## config.mk

```make
export PLATFORM = sky130hd
export DESIGN_NAME = ramp_frequency_limit_regs
export DESIGN_NICKNAME = d
export VERILOG_FILES = /design/src/bound_word_bank.v /design/src/ramp_frequency_limit_regs.v
export VERILOG_INCLUDE_DIRS = /design/src
export SDC_FILE = /design/constraint.sdc
export NUM_CORES = 1
export LEC_CHECK = 0
export ABC_AREA = 1
export BUFFER_PORTS_ARGS = -buffer_cell sky130_fd_sc_hd__buf_2
export CAP_MARGIN = 20
export CORE_MARGIN = 8
export CORE_UTILIZATION = 40
export DETAILED_ROUTE_END_ITERATION = 16
export GPL_TIMING_DRIVEN = 0
export PLACE_DENSITY_LB_ADDON = 0.3
export SLEW_MARGIN = 15
export SYNTH_ARGS = -nofsm -noshare
export SYNTH_HDL_FRONTEND = slang
export SYNTH_SLANG_ARGS = --single-unit
```

## constraint.sdc

```tcl
create_clock -name clk_i -period 4.4 [get_ports clk_i]
set_clock_uncertainty 0.2 [all_clocks]
set_input_delay 0.22 -clock clk_i [delete_from_list [all_inputs] [get_ports clk_i]]
set_output_delay 0.22 -clock clk_i [all_outputs]
set_load 0.1 [all_outputs]
```

## src/ramp_limit_regs.vh

```
// Register offsets, field positions and reset values of the ramp bound bank.
`ifndef RAMP_LIMIT_REGS_VH
`define RAMP_LIMIT_REGS_VH
`define UPPER_TOP_IDX   7'h51
`define UPPER_MID_IDX   7'h52
`define UPPER_LOW_IDX   7'h53
`define LOWER_TOP_IDX   7'h54
`define LOWER_MID_IDX   7'h55
`define LOWER_LOW_IDX   7'h56
`define RSVD_A_IDX      7'h57
`define RSVD_B_IDX      7'h58
`define RSVD_C_IDX      7'h59
`define RAMP_CTRL_IDX   7'h5A
`define RAMP_STEP_IDX   7'h5B
`define RAMP_POS_HI_IDX 7'h5C
`define RAMP_POS_LO_IDX 7'h5D
`define REG_RESET       16'h0000
`define CTRL_RUN_BIT    0
`define CTRL_CLR_BIT    1
`define STAT_HIGH_BIT   2
`define STAT_LOW_BIT    3
`define BANK_WORDS      9
`endif

```

## src/bound_word_bank.v

```verilog
// Small memory of 16-bit configuration words with registered read data.
`timescale 1ns/10ps
module bound_word_bank #(
  parameter WORDS = 9,
  parameter AW    = 4
) (
  input  wire          clk_i,   // System clock.
  input  wire          rst_n_i, // Asynchronous reset, active low.
  input  wire          we_i,    // Write strobe.
  input  wire [AW-1:0] addr_i,  // Word index.
  input  wire [15:0]   wdata_i, // Write data.
  output reg  [15:0]   rdata_o, // Registered read data.
  output wire [WORDS*16-1:0] words_o // All words, flat.
);
  reg [15:0] mem [0:WORDS-1];
  integer i;
  genvar g;

  always @(posedge clk_i or negedge rst_n_i)
  begin
    if (!rst_n_i)
    begin
      for (i = 0; i < WORDS; i = i + 1)
        mem[i] <= 16'h0000;
      rdata_o <= 16'h0000;
    end
    else
    begin
      if (we_i && (addr_i < WORDS))
        mem[addr_i] <= wdata_i;
      rdata_o <= (addr_i < WORDS) ? mem[addr_i] : 16'h0000;
    end
  end

  generate
    for (g = 0; g < WORDS; g = g + 1)
    begin : flat
      assign words_o[g*16 +: 16] = mem[g];
    end
  endgenerate
endmodule // bound_word_bank

```

## src/ramp_frequency_limit_regs.v

```verilog
// Ramp bound register bank with Wishbone slave and clamped ramp offset.
//
// Implementation choice: register access over Wishbone.
`timescale 1ns/10ps
`include "ramp_limit_regs.vh"

module ramp_frequency_limit_regs (
  input  wire        clk_i,       // System clock, 125 MHz.
  input  wire        rst_n_i,     // Asynchronous reset, active low.
  input  wire        wb_cyc_i,    // Wishbone cycle.
  input  wire        wb_stb_i,    // Wishbone strobe.
  input  wire        wb_we_i,     // Wishbone write enable.
  input  wire [31:0] wb_adr_i,    // Wishbone byte address.
  input  wire [3:0]  wb_sel_i,    // Wishbone byte selects.
  input  wire [31:0] wb_dat_i,    // Wishbone write data.
  input  wire        soft_reset_i, // Soft reset from register zero.
  output reg  [31:0] wb_dat_o,    // Wishbone read data.
  output reg         wb_ack_o,    // Wishbone acknowledge.
  output reg  [32:0] ramp_pos_o,  // Clamped ramp offset, two's complement.
  output reg         at_high_o,   // Offset held at upper bound.
  output reg         at_low_o     // Offset held at lower bound.
);
  wire [6:0]   idx = wb_adr_i[8:2];
  wire         req = wb_cyc_i & wb_stb_i & ~wb_ack_o;
  wire         in_bank = (idx >= `UPPER_TOP_IDX) && (idx <= `RSVD_C_IDX);
  wire [6:0]   bank_off = idx - `UPPER_TOP_IDX;
  wire [3:0]   bank_a = bank_off[3:0];
  wire [15:0]  bank_rd;
  wire [143:0] words;
  reg  [15:0]  cur16;
  wire [15:0]  lane = {wb_sel_i[1] ? wb_dat_i[15:8] : cur16[15:8],
                       wb_sel_i[0] ? wb_dat_i[7:0] : cur16[7:0]};
  reg          run;
  reg  [15:0]  step;
  reg          rd_pend;
  reg          rd_bank;
  reg  [31:0]  rd_local;

  // Each bound is bit 0 of its top word above the full mid and low words.
  wire [32:0] upper = {words[0], words[31:16], words[47:32]};
  wire [32:0] lower = {words[48], words[79:64], words[95:80]};

  // A write with a byte lane deselected in wb_sel_i still needs the current value
  // for the unselected byte; the bank read port is registered, so mirror it.
  always @*
  begin
    cur16 = 16'h0000;
    if (in_bank)
      cur16 = words[bank_a*16 +: 16];
  end

  // Soft reset rewrites the bank through its write port one word per cycle.
  reg  [3:0] wipe;
  wire       wiping = (wipe != 4'h0);
  wire       bank_we = wiping | (req & wb_we_i & in_bank);
  wire [3:0] bank_addr = wiping ? (wipe - 4'h1) : bank_a;
  wire [15:0] bank_wd = wiping ? `REG_RESET : lane;

  bound_word_bank #(
    .WORDS (`BANK_WORDS),
    .AW    (4)
  ) u_bank (
    .clk_i   (clk_i),
    .rst_n_i (rst_n_i),
    .we_i    (bank_we),
    .addr_i  (bank_addr),
    .wdata_i (bank_wd),
    .rdata_o (bank_rd),
    .words_o (words)
  );

  always @(posedge clk_i or negedge rst_n_i)
  begin
    if (!rst_n_i)
      wipe <= 4'h0;
    else if (soft_reset_i)
      wipe <= 4'h9;
    else if (wiping)
      wipe <= wipe - 4'h1;
  end

  // Ramp offset: adds the signed step each cycle while run is set, held at zero otherwise, and saturates at the bounds.
  wire [32:0] stepx = {{17{step[15]}}, step};
  wire [33:0] sum = {ramp_pos_o[32], ramp_pos_o} + {stepx[32], stepx};
  wire        ovf_hi = ($signed(sum) > $signed({upper[32], upper}));
  wire        ovf_lo = ($signed(sum) < $signed({lower[32], lower}));

  always @(posedge clk_i or negedge rst_n_i)
  begin
    if (!rst_n_i)
    begin
      ramp_pos_o <= 33'h0_0000_0000;
      at_high_o  <= 1'b0;
      at_low_o   <= 1'b0;
    end
    else if (!run)
    begin
      ramp_pos_o <= 33'h0_0000_0000;
      at_high_o  <= 1'b0;
      at_low_o   <= 1'b0;
    end
    else if (ovf_hi)
    begin
      ramp_pos_o <= upper;
      at_high_o  <= 1'b1;
      at_low_o   <= 1'b0;
    end
    else if (ovf_lo)
    begin
      ramp_pos_o <= lower;
      at_high_o  <= 1'b0;
      at_low_o   <= 1'b1;
    end
    else
    begin
      ramp_pos_o <= sum[32:0];
      at_high_o  <= 1'b0;
      at_low_o   <= 1'b0;
    end
  end

  // Bus slave: ack two cycles after the request so bank data is registered.
  always @(posedge clk_i or negedge rst_n_i)
  begin
    if (!rst_n_i)
    begin
      wb_ack_o <= 1'b0;
      wb_dat_o <= 32'h0000_0000;
      run      <= 1'b0;
      step     <= 16'h0000;
      rd_pend  <= 1'b0;
      rd_bank  <= 1'b0;
      rd_local <= 32'h0000_0000;
    end
    else
    begin
      wb_ack_o <= rd_pend;
      rd_pend  <= req & ~rd_pend;
      if (soft_reset_i)
      begin
        run  <= 1'b0;
        step <= 16'h0000;
      end
      else if (req & ~rd_pend & wb_we_i)
      begin
        if (idx == `RAMP_CTRL_IDX && wb_sel_i[0])
          run <= wb_dat_i[`CTRL_RUN_BIT];
        if (idx == `RAMP_STEP_IDX)
          step <= lane;
      end
      if (req & ~rd_pend)
      begin
        rd_bank <= in_bank;
        case (idx)
          `RAMP_CTRL_IDX:
            rd_local <= {28'h000_0000, at_low_o, at_high_o, 1'b0, run};
          `RAMP_STEP_IDX:   rd_local <= {16'h0000, step};
          `RAMP_POS_HI_IDX: rd_local <= {31'h0000_0000, ramp_pos_o[32]};
          `RAMP_POS_LO_IDX: rd_local <= ramp_pos_o[31:0];
          default:          rd_local <= 32'h0000_0000;
        endcase
      end
      if (rd_pend)
        wb_dat_o <= rd_bank ? {16'h0000, bank_rd} : rd_local;
    end
  end
endmodule // ramp_frequency_limit_regs

```

==> results of run 1 <==
==> logic make-up (layout without fill, tap and decap cells) <==
logic type / after synthesis / in the layout
XOR/XNOR: 21 / 21
adder cells (fa/ha/maj): 107 / 107
other: 0 / 1
buffers and inverters: 386 / 570
AO/OA/AOI/OAI: 417 / 417
AND/OR/NAND/NOR: 1488 / 1488
flip-flops: 283 / 283
==> cell usage in the layout, fill, tap and decap left out, types with 5 or more instances in the layout <==
cell                            instances
sky130_fd_sc_hd__clkbuf_1              80
sky130_fd_sc_hd__nand3_2                9
sky130_fd_sc_hd__nor2_2                10
sky130_fd_sc_hd__xor2_1                13
sky130_fd_sc_hd__dfrtp_1              280
sky130_fd_sc_hd__nand3_1              235
sky130_fd_sc_hd__buf_1                  8
sky130_fd_sc_hd__ha_1                  88
sky130_fd_sc_hd__inv_1                244
sky130_fd_sc_hd__buf_2                105
sky130_fd_sc_hd__buf_8                  6
sky130_fd_sc_hd__o21bai_1               5
sky130_fd_sc_hd__o221ai_1              16
sky130_fd_sc_hd__clkbuf_16             38
sky130_fd_sc_hd__a21oi_2               10
sky130_fd_sc_hd__clkinv_2               7
sky130_fd_sc_hd__nand2_1             1031
sky130_fd_sc_hd__nand2_2               35
sky130_fd_sc_hd__nand4_1                8
sky130_fd_sc_hd__nor3_1                31
sky130_fd_sc_hd__nor2_4                14
sky130_fd_sc_hd__a221oi_1              16
sky130_fd_sc_hd__nor2_1                99
sky130_fd_sc_hd__inv_2                 20
sky130_fd_sc_hd__dlygate4sd3_1          9
sky130_fd_sc_hd__nand2_4                5
sky130_fd_sc_hd__a21oi_1              144
sky130_fd_sc_hd__buf_4                 21
sky130_fd_sc_hd__o2111ai_1              6
sky130_fd_sc_hd__ha_4                  14
sky130_fd_sc_hd__o21ai_0              181
sky130_fd_sc_hd__o31ai_1               20
sky130_fd_sc_hd__clkbuf_8              11
==> synth_stat cells, drive strengths merged <==
master	number
nand2	1071
dfrtp	283
inv	265
nand3	244
o21ai	188
a21oi	155
nor2	125
ha	106
clkbuf	90
nor3	35
buf	30
o31ai	20
xor2	17
a221oi	16
o221ai	16
nand4	9
o2111ai	6
o21bai	5
a21o	4
xnor2	4
o21a	2
o22ai	2
a211oi	1
a22o	1
a22oi	1
and2	1
and3	1
clkinv	1
fa	1
nor4	1
or2	1
==> stage by stage <==
step | worst slack (ps) | instances | hold WS, ps | instance area, um^2 | setup TNS (ps)
after floorplan | 14.63 | 2702 | -275.6 | 18630 | 0
after global placement | -2323 | 3405 | 158.5 | 19870 | -719390
after detailed placement | -1002 | 3409 | -108.0 | 19980 | -68830
after CTS | 1.825 | 3485 | 26.86 | 21580 | 0
after global routing | -51.38 | 3493 | 113.6 | 22010 | -442.2
final | 12.76 | 3494 | 64.41 | 22010 | 0
==> worst max-delay path: stages <==
cell and delay (ps):
sky130_fd_sc_hd__buf_2 180, sky130_fd_sc_hd__inv_2 90, sky130_fd_sc_hd__clkbuf_1 470, sky130_fd_sc_hd__clkbuf_2 430, sky130_fd_sc_hd__ha_1 250, sky130_fd_sc_hd__xor2_2 410
sky130_fd_sc_hd__inv_2 100, sky130_fd_sc_hd__clkbuf_1 340, sky130_fd_sc_hd__clkbuf_1 420, sky130_fd_sc_hd__nand3_1 280, sky130_fd_sc_hd__nand2_1 100, sky130_fd_sc_hd__o21ai_0 530
sky130_fd_sc_hd__nand2_2 490, sky130_fd_sc_hd__nand3_1 220, sky130_fd_sc_hd__nand2_1 60
==> what timing repair did <==
action / CTS / global route
buffers inserted: 4 / 7
setup endpoints to repair: 35 / 76
hold buffers: 10 / 0
gates resized for setup: 68 / 91
endpoints found under the hold margin: 232 / 0
pin swaps: 2 / 10
cloned: 0 / 1
==> registers in the layout, summed over array words and instances, names as in the netlist <==
name,flops
rd_local,32
wipe,4
wb_ack_o,1
run,1
ramp_pos_o,33
u_bank.words_o,144
at_low_o,1
at_high_o,1
u_bank.rdata_o,16
rd_bank,1
wb_dat_o,32
rd_pend,1
step,16
==> power groups by stage <==
stage               combinational, W  clock (W)  sequential [W]
finish                       0.00473    0.00302         0.00308
global route                 0.00500    0.00316         0.00309
CTS                          0.00428    0.00305         0.00306
detailed placement           0.00393          0         0.00310
global placement             0.00389          0         0.00310
floorplan                    0.00222          0         0.00323
==> cell type report <==
| type | instances | area, um^2 |
|---|---|---|
| fill | 4739 | 24250 |
| buffer | 120 | 654.4 |
| multi-input combinational | 2033 | 10490 |
| sequential | 283 | 7088 |
| clock buffer | 46 | 1008 |
| tap | 607 | 759.5 |
| inverter | 266 | 1001 |
| clock inverter | 16 | 197.7 |
| timing repair buffer | 122 | 805.8 |
| antenna | 1 | 2.502 |
==> how the worst max path moves through the flow <==
stage | from | to | slack (ps) | cells past startpoint
3_5_place_dp | step[15]$_DFFE_PN0P_ | ramp_pos_o[25]$_DFF_PN0_ | -1000 | 25
3_3_place_gp | rst_n_i | u_bank.words_o[124]$_DFFE_PN0P_ | -2320 | 1
5_1_grt | ramp_pos_o[8]$_DFF_PN0_ | ramp_pos_o[14]$_DFF_PN0_ | -50 | 25
4_1_cts | step[15]$_DFFE_PN0P_ | ramp_pos_o[14]$_DFF_PN0_ | 2 | 23
2_1_floorplan | ramp_pos_o[0]$_DFF_PN0_ | ramp_pos_o[10]$_DFF_PN0_ | 10 | 27
6_report | wb_adr_i[2] | u_bank.words_o[80]$_DFFE_PN0P_ | 10 | 15
==> metal layers <==
metal / vias to the layer above / routed length, um / global-route usage, %
li1: 9075 / - / -
met1: 9423 / 34510 / 39.64
met2: 901 / 37280 / 48.27
met3: 195 / 7532 / 6.511
met4: 0 / 5521 / 17.27
met5: - / 0 / 0
==> metrics.sh, run 1 <==
DETAILEDPLACEMENTHPWL_MM=66.97
CRITPATHKIND='in -> reg'
OUTCOME='complete, no violations'
REQUIRED_TIME_OF_THE_CRITICAL_PATH_PS=4640
ACHIEVABLE-FREQUENCY_MHz=227.9
PORT-BUFFER-COUNT=96
MIN_DELAY_PATH_DEPTH=5
WORSTPATHARRIVAL_PS=4630
WORST_SLEW_PIN_SLEW_PS=1281
CLKSLEWWORSTSETUPHOLDPATHS_PS=60
YOSYS.AREA_SHARE.ADDER_PCT=7.226
VIAS_IN_THE_FIRST_GLOBAL_ROUTE=18980
SETUP.WORST_PATH.END_CLASS='flip-flop'
CTS-ROOT-BUF='sky130_fd_sc_hd__clkbuf_16'
AREA_GROWTH_SYN_TO_LAYOUT_PCT=18.13
MAXCAPVIOLATIONS=0
SYNTH_WARNINGS=0
WORSTREG2REGEND='at_low_o$_DFF_PN0_'
YOSYS.AREA.TOP_TYPE_SHARE_PCT=38.01
CTS_MAX_LEVEL=2
FIN_UTIL_PCT=47.58
GP_CONGESTION=1.039
YS_SEQ_ELEMENTS=283
CTS_MADE_BUFFERS=36
COMBINATIONALPOWERSHARE_PCT=43.7
SEQUENTIALPOWERSHARE_PCT=28.4
REPORT.FINAL.SLEW_VIOL_COUNT=0
TIMING.REG2REG.SETUP_SLACK_PS=60
CLOCK_SINK_COUNT=283
LARGEST_NET_DEGREE_AT_THE_START_OF_GLOBAL_ROUTING=101
GRT_FIRST_PASS_WIRELENGTH_MM=123.7
COUNT_OF_BOUNDARY_I_O_PINS=142
YS_TOP_CELLS_BY_AREA='sky130_fd_sc_hd__dfrtp_1 38%, sky130_fd_sc_hd__nand2_1 21%, sky130_fd_sc_hd__ha_1 7.1%'
WORST_HOLD_PATH.ENDPOINT='rd_local[0]$_DFFE_PN0P_'
CHIPWIDTH_UM=231.8
STATIC-LEAKAGE-POWER_nW=11.55
COREAREA_UM2=46260
SYNTH-SIMPLE-AREA-SHARE_PCT=32.95
CRITICAL_PATH_LAUNCH_POINT_TYPE='primary input'
CLKPWRFRAC_PCT=27.9
GLOBALROUTEOVERFLOWTOTAL=0
P_INT_W=0.006049
NETSW_W=0.004781
RR_STARTPOINT='step[15]$_DFFE_PN0P_'
SYNTH-SEQ-AREA-SHARE_PCT=38.01
DESIGN.DIE.AREA_UM2=53740
SYNTH.LARGEST_AREA_CELL='sky130_fd_sc_hd__dfrtp_1'
MAX_SLEW_MARGIN_PCT=14.61
SYNTHESIZED_NETLIST_NET_COUNT=2883
FINALCRITPERIODSHARE_PCT=99.71
DIE_Y_UM=231.8
VIAS=19590
PLACEMENT_ROWS=79
SYNTHCELLS=2702
DETAIL_ROUTE.ITER0.VIOLATIONS=2026
SYNTH-COMPOUND-AREA-SHARE_PCT=12.67
SYNTH.LIB_CELLS_USED.DISTINCT=48
CRITICAL_PATH_PEAK_FANOUT=12
MAPPEDNETLISTAREA_UM2=18630
GRT_UTIL_ALL_LAYERS_PCT=30.94
VIAS_PER_INSTANCE=5.608
DETAIL_ROUTE.DRC_VIOLATIONS=0
MAX-VDD-IR-DROP_mV=0.3605
WORSTHOLDSTART='wb_adr_i[5]'
HOLD_PATH_CLASS='in -> reg'
ROUTE.DETAILED.WL_PER_INST_UM=24.28
HOLD_VIOL=0
MUXSHAREOFSYNTHAREA_PCT=0
ANTENNA_FOUND_INITIAL=2
DETAILEDROUTE.FIRSTPASSITERATIONCOUNT=6
TIMING.FINAL.CRIT_PERIOD_PS=4387
FINALSETUPVIOLATIONS=0
CLK_LATENCY_PS=570
P_SW_SHARE_PCT=44.14
CTS_TREE='done'
ANTENNA_LEFT=0
TOTAL_POWER_W=0.01083
CELLPOWERDENSITY_nW_PER_UM2=492.1
DRIVE_ABOVE_1_SHARE_PCT=12.16
SYNTH-XOR-AREA-SHARE_PCT=1.027
CLOCK_TREE.BUFFER_DEPTH=3
INITIAL_STANDARD_CELL_UTILIZATION_OF_THE_CORE_PCT=40.28
FINAL_NET_COUNT=3043
WORST-R2R-CELL-COUNT=18
MAIN_COMBINATIONAL_CELL_FAMILY_BY_AREA_AFTER_SYNTHESIS='simple AND/OR/NAND/NOR gates'
TOTALWIRELENGTH_MM=84.85
SYNTH_AREA_PER_CELL_UM2=6.895
Note: power is estimated with default switching activity, not from simulation.
==> run 2, diff against run 1 <==
Settings changed: REMOVE_ABC_BUFFERS set to 1.
==> metrics.sh, run 2 (same netlist as run 1, synthesis figures left out) <==
CTS_TREE='done'
LARGEST_REG_FLOPS=144
PORT-BUFFER-COUNT=98
N_ANTENNA_CELL=0
CTS_MAX_LEVEL=2
GLOBALROUTEOVERFLOWTOTAL=0
CHIPWIDTH_UM=231.8
STATIC-LEAKAGE-POWER_nW=11.48
SETUP.WORST_PATH.END_CLASS='flip-flop'
REPORT.FINAL.SLEW_VIOL_COUNT=0
TIMING.FINAL.CRIT_PERIOD_PS=4267
CRITICAL_PATH_PEAK_FANOUT=8
WORST-R2R-CELL-COUNT=23
WORST_SLEW_PIN_SLEW_PS=1094
VIAS=19160
FINALCRITPERIODSHARE_PCT=96.97
OUTCOME='complete, no violations'
ANTENNA_LEFT=0
ANTENNA_FOUND_INITIAL=1
COUNT_OF_BOUNDARY_I_O_PINS=142
MAXCAPVIOLATIONS=0
PLACE_WS_PS=-2159
VIAS_IN_THE_FIRST_GLOBAL_ROUTE=18440
CLKSLEWWORSTSETUPHOLDPATHS_PS=70
WORSTREG2REGEND='ramp_pos_o[29]$_DFF_PN0_'
INITIAL_STANDARD_CELL_UTILIZATION_OF_THE_CORE_PCT=40.28
DETAILEDPLACEMENTHPWL_MM=52.11
DETAIL_ROUTE.ITER0.VIOLATIONS=2042
DETAILEDROUTE.FIRSTPASSITERATIONCOUNT=6
GRT_UTIL_ALL_LAYERS_PCT=26.20
FIN_UTIL_PCT=47.36
DETAIL_ROUTE.DRC_VIOLATIONS=0
WORSTPATHARRIVAL_PS=4540
TOTALWIRELENGTH_MM=72.65
WORST_HOLD_PATH.ENDPOINT='rd_local[17]$_DFFE_PN0P_'
AREA_GROWTH_SYN_TO_LAYOUT_PCT=17.59
VIAS_PER_INSTANCE=5.624
CTS_MADE_BUFFERS=34
DESIGN.DIE.AREA_UM2=53740
DRIVE_ABOVE_1_SHARE_PCT=13.29
GRT_FIRST_PASS_WIRELENGTH_MM=109.8
MAX-VDD-IR-DROP_mV=0.2978
LARGEST_NET_DEGREE_AT_THE_START_OF_GLOBAL_ROUTING=101
ACHIEVABLE-FREQUENCY_MHz=234.4
FINAL_NET_COUNT=2956
ROUTE.DETAILED.WL_PER_INST_UM=21.32
TIMING.REG2REG.SETUP_SLACK_PS=130
HOLD_VIOL=0
DP.CELLS=3300
CLOCK_SINK_COUNT=283
MOSTFREQUENTLAYOUTCELL='sky130_fd_sc_hd__nand2_1'
WORSTHOLDSTART='wb_adr_i[5]'
DIE_Y_UM=231.8
LAYOUT_COMMON_CELLS='1028 x sky130_fd_sc_hd__nand2_1, 281 x sky130_fd_sc_hd__dfrtp_1, 242 x sky130_fd_sc_hd__inv_1'
RR_STARTPOINT='step[15]$_DFFE_PN0P_'
CLK_LATENCY_PS=560
FINAL-INSTANCE-COUNT-EXCL-FILL=3407
CRITPATHKIND='reg -> reg'
COREAREA_UM2=46260
MIN_DELAY_PATH_DEPTH=5
GP_CONGESTION=0.9725
PLACEMENT_ROWS=79
CELLPOWERDENSITY_nW_PER_UM2=488.9
HOLD_PATH_CLASS='in -> reg'
REQUIRED_TIME_OF_THE_CRITICAL_PATH_PS=4670
CRITICAL_PATH_LAUNCH_POINT_TYPE='flip-flop'
CLOCK_TREE.BUFFER_DEPTH=3
FINALSETUPVIOLATIONS=0
CTS-ROOT-BUF='sky130_fd_sc_hd__clkbuf_16'
POSTLAYOUTSETUPSLACKWORST_PS=133.4
FINAL_HOLD_SLACK_PS=34.51
MAX_SLEW_MARGIN_PCT=26.91
==> run 2: worst max-delay path by stage <==
stage,startpoint,end,slack [ps],cells past startpoint
final,step[15]$_DFFE_PN0P_,ramp_pos_o[29]$_DFF_PN0_,130,23
after global routing,step[15]$_DFFE_PN0P_,ramp_pos_o[29]$_DFF_PN0_,-80,25
after CTS,wb_adr_i[2],u_bank.words_o[81]$_DFFE_PN0P_,5,15
after detailed placement,wb_adr_i[2],u_bank.words_o[135]$_DFFE_PN0P_,-2160,12
after global placement,wb_adr_i[2],u_bank.words_o[135]$_DFFE_PN0P_,-4030,11
after floorplan,ramp_pos_o[0]$_DFF_PN0_,ramp_pos_o[0]$_DFF_PN0_,-530,26
==> run 2: area by class of cell <==
cell class	count	area, um^2
sequential	283	7087
tap	607	759.5
clock inverter	15	244.0
fill	4612	24350
inverter	266	1018
timing repair buffer	153	1150
clock buffer	46	999.7
multi-input combinational	2036	10650
timing repair inverter	1	5.005
==> run 2: repair_timing <==
| item | 4_1_cts | 5_1_grt |
|---|---|---|
| endpoints found under the setup margin | 212 | 206 |
| hold buffers | 5 | 0 |
| cloned | 2 | 6 |
| resized for setup | 19 | 116 |
| endpoints found under the hold margin | 124 | 0 |
| buffers inserted | 9 | 24 |
| pin swaps | 4 | 14 |
==> run 2: worst max-delay path, cell delays in order, from the launching register on <==
cell	delay, ps
sky130_fd_sc_hd__dfrtp_4	530
sky130_fd_sc_hd__buf_4	190
sky130_fd_sc_hd__ha_2	390
sky130_fd_sc_hd__nand2_2	100
sky130_fd_sc_hd__nor2_1	210
sky130_fd_sc_hd__nand2_1	110
sky130_fd_sc_hd__inv_1	90
sky130_fd_sc_hd__nand3_1	100
sky130_fd_sc_hd__nand4_1	110
sky130_fd_sc_hd__nand2_1	180
sky130_fd_sc_hd__ha_1	340
sky130_fd_sc_hd__nand2_1	110
sky130_fd_sc_hd__nor2_4	170
sky130_fd_sc_hd__nand2_1	80
sky130_fd_sc_hd__nor2_2	120
sky130_fd_sc_hd__nand2_1	70
sky130_fd_sc_hd__nand2_1	100
sky130_fd_sc_hd__nor2_4	60
sky130_fd_sc_hd__a21oi_2	190
sky130_fd_sc_hd__nor2_4	70
sky130_fd_sc_hd__nor2_4	240
sky130_fd_sc_hd__clkbuf_16	230
sky130_fd_sc_hd__nand2_1	60
sky130_fd_sc_hd__nand2_1	120
==> run 2: metrics by stage <==
stage | total power (W) | setup TNS (ps) | cell area, um^2
final | 0.01071 | 0 | 21910
after global routing | 0.01113 | -1643 | 21910
after CTS | 0.01002 | 0 | 21100
after detailed placement | 0.006742 | -334680 | 19660
after global placement | 0.006476 | -1434010 | 19370
after floorplan | 0.005274 | -17600 | 18120
==> run 2: routing by layer <==
metal	global-route usage [%]	wire length [um]	vias up
met2	42.66	33300	941
met5	0	0	-
met4	10.70	3261	0
met3	4.007	6106	176
li1	-	-	8883
met1	34.52	29990	9162
==> run 2: where the power goes <==
group | total [W] | internal [W] | leakage [nW] | switching, W
Combinational | 0.00453 | 0.00127 | 6.98 | 0.00325
Clock | 0.00317 | 0.00196 | 0.600 | 0.00121
Sequential | 0.00302 | 0.00283 | 3.90 | 0.000188
==> run 3, diff against run 2 <==
Settings changed: HOLD_SLACK_MARGIN set to 0.06.
==> metrics.sh, run 3 (same netlist as run 1, synthesis figures left out) <==
CELLPOWERDENSITY_nW_PER_UM2=486.6
RR_STARTPOINT='step[15]$_DFFE_PN0P_'
REQUIRED_TIME_OF_THE_CRITICAL_PATH_PS=4630
COUNT_OF_BOUNDARY_I_O_PINS=142
LARGEST_NET_DEGREE_AT_THE_START_OF_GLOBAL_ROUTING=101
COREAREA_UM2=46260
GLOBALROUTEOVERFLOWTOTAL=0
VIAS_IN_THE_FIRST_GLOBAL_ROUTE=18510
TIMING.REG2REG.SETUP_SLACK_PS=170
FIN_UTIL_PCT=47.64
DETAILEDPLACEMENTHPWL_MM=52.11
PLACEMENT_ROWS=79
LAYOUT_COMMON_CELLS='1028 x sky130_fd_sc_hd__nand2_1, 281 x sky130_fd_sc_hd__dfrtp_1, 242 x sky130_fd_sc_hd__inv_1'
PORT-BUFFER-COUNT=98
TOTALWIRELENGTH_MM=72.84
LARGEST_REG_FLOPS=144
INITIAL_STANDARD_CELL_UTILIZATION_OF_THE_CORE_PCT=40.28
DIE_Y_UM=231.8
DETAIL_ROUTE.ITER0.VIOLATIONS=1941
REPORT.FINAL.SLEW_VIOL_COUNT=0
CTS_TREE='done'
CLK_LATENCY_PS=550
CTS_MAX_LEVEL=2
WORST_SLEW_PIN_SLEW_PS=1093
N_ANTENNA_CELL=0
HOLD_PATH_CLASS='in -> async'
FINALSETUPVIOLATIONS=0
CLOCK_SINK_COUNT=283
DETAILEDROUTE.FIRSTPASSITERATIONCOUNT=6
ACHIEVABLE-FREQUENCY_MHz=236.1
MAXCAPVIOLATIONS=0
VIAS_PER_INSTANCE=5.636
HOLD_VIOL=0
MOSTFREQUENTLAYOUTCELL='sky130_fd_sc_hd__nand2_1'
CLOCK_TREE.BUFFER_DEPTH=3
SETUP.WORST_PATH.END_CLASS='flip-flop'
FINAL.SETUP.TNS_PS=0
CRITPATHKIND='in -> reg'
VIAS=19280
AREA_GROWTH_SYN_TO_LAYOUT_PCT=18.29
CLKSLEWWORSTSETUPHOLDPATHS_PS=60
WORSTPATHARRIVAL_PS=4470
GP_CONGESTION=0.9725
FINAL_NET_COUNT=2969
CRITICAL_PATH_LAUNCH_POINT_TYPE='primary input'
TIMING.FINAL.CRIT_PERIOD_PS=4235
ANTENNA_FOUND_INITIAL=1
OUTCOME='complete, no violations'
ANTENNA_LEFT=0
DETAIL_ROUTE.DRC_VIOLATIONS=0
CHIPWIDTH_UM=231.8
FINALCRITPERIODSHARE_PCT=96.24
CTS-ROOT-BUF='sky130_fd_sc_hd__clkbuf_16'
CTS_MADE_BUFFERS=34
WORSTREG2REGEND='ramp_pos_o[15]$_DFF_PN0_'
GRT_UTIL_ALL_LAYERS_PCT=26.26
STATIC-LEAKAGE-POWER_nW=11.53
DESIGN.DIE.AREA_UM2=53740
WORST-R2R-CELL-COUNT=23
GRT_FIRST_PASS_WIRELENGTH_MM=110.1
ROUTE.DETAILED.WL_PER_INST_UM=21.30
MAX_SLEW_MARGIN_PCT=26.98
DRIVE_ABOVE_1_SHARE_PCT=13.22
MAX-VDD-IR-DROP_mV=0.2981
CRITICAL_PATH_PEAK_FANOUT=79
run 3: what timing repair did:
| item | CTS | global route |
|---|---|---|
| resized for setup | 19 | 116 |
| buffers inserted | 9 | 24 |
| setup endpoints to repair | 212 | 206 |
| cloned | 2 | 6 |
| pin swaps | 4 | 14 |
| hold buffers | 18 | 0 |
| hold endpoints to repair | 215 | 0 |
run 3: critical path: stages:
cell	delay, ps
sky130_fd_sc_hd__buf_6	470
sky130_fd_sc_hd__inv_4	440
sky130_fd_sc_hd__ha_2	420
sky130_fd_sc_hd__buf_12	170
sky130_fd_sc_hd__inv_4	430
sky130_fd_sc_hd__o21ai_4	140
sky130_fd_sc_hd__buf_4	170
sky130_fd_sc_hd__buf_4	210
sky130_fd_sc_hd__nor2_4	580
sky130_fd_sc_hd__nand2_2	150
sky130_fd_sc_hd__nor2_4	450
sky130_fd_sc_hd__inv_2	270
sky130_fd_sc_hd__nand2_1	120
sky130_fd_sc_hd__nand2_1	60
run 3: metal layers:
layer	vias to the layer above	global-route usage, %	part of all wire (%)
li1	8912	-	-
met1	9237	34.54	41
met2	947	42.78	46
met3	180	4.031	8.2
met4	0	10.82	4.5
met5	-	0	0
run 3: area by class of cell:
class / instances / area, um^2
repair buffers: 166 / 1280
multi-input cells: 2036 / 10650
fillers: 4602 / 24220
well taps: 607 / 759.5
clock buffers: 46 / 999.7
flip-flops and latches: 283 / 7087
repair inverters: 1 / 5.005
inverters: 266 / 1018
clock inverters: 15 / 244.0
run 3: worst max-delay path by stage:
| stage | from | to | slack (ps) | cells after the start |
|---|---|---|---|---|
| after floorplan | ramp_pos_o[0]$_DFF_PN0_ | ramp_pos_o[0]$_DFF_PN0_ | -530 | 26 |
| after global placement | wb_adr_i[2] | u_bank.words_o[135]$_DFFE_PN0P_ | -4030 | 11 |
| after detailed placement | wb_adr_i[2] | u_bank.words_o[135]$_DFFE_PN0P_ | -2160 | 12 |
| after CTS | wb_adr_i[2] | u_bank.words_o[81]$_DFFE_PN0P_ | 5 | 15 |
| after global routing | step[15]$_DFFE_PN0P_ | ramp_pos_o[29]$_DFF_PN0_ | -80 | 25 |
| final | wb_adr_i[2] | u_bank.words_o[99]$_DFFE_PN0P_ | 170 | 14 |
run 3: where the power goes:
group / total [W] / internal [W] / switching [W]
Sequential: 0.00302 / 0.00283 / 0.000190
Clock: 0.00317 / 0.00196 / 0.00121
Combinational: 0.00453 / 0.00128 / 0.00326
run 3: through the flow:
stage	std cells	total power, W	hold WS [ps]	worst slack (ps)	cell area, um^2
floorplan	2582	0.005274	-275.6	-534.3	18120
global placement	3287	0.006476	257.7	-4026	19370
detailed placement	3300	0.006742	100.0	-2159	19660
CTS	3390	0.01003	62.17	4.511	21230
global route	3420	0.01114	82.90	-83.03	22040
finish	3420	0.01072	55.72	165.3	22040
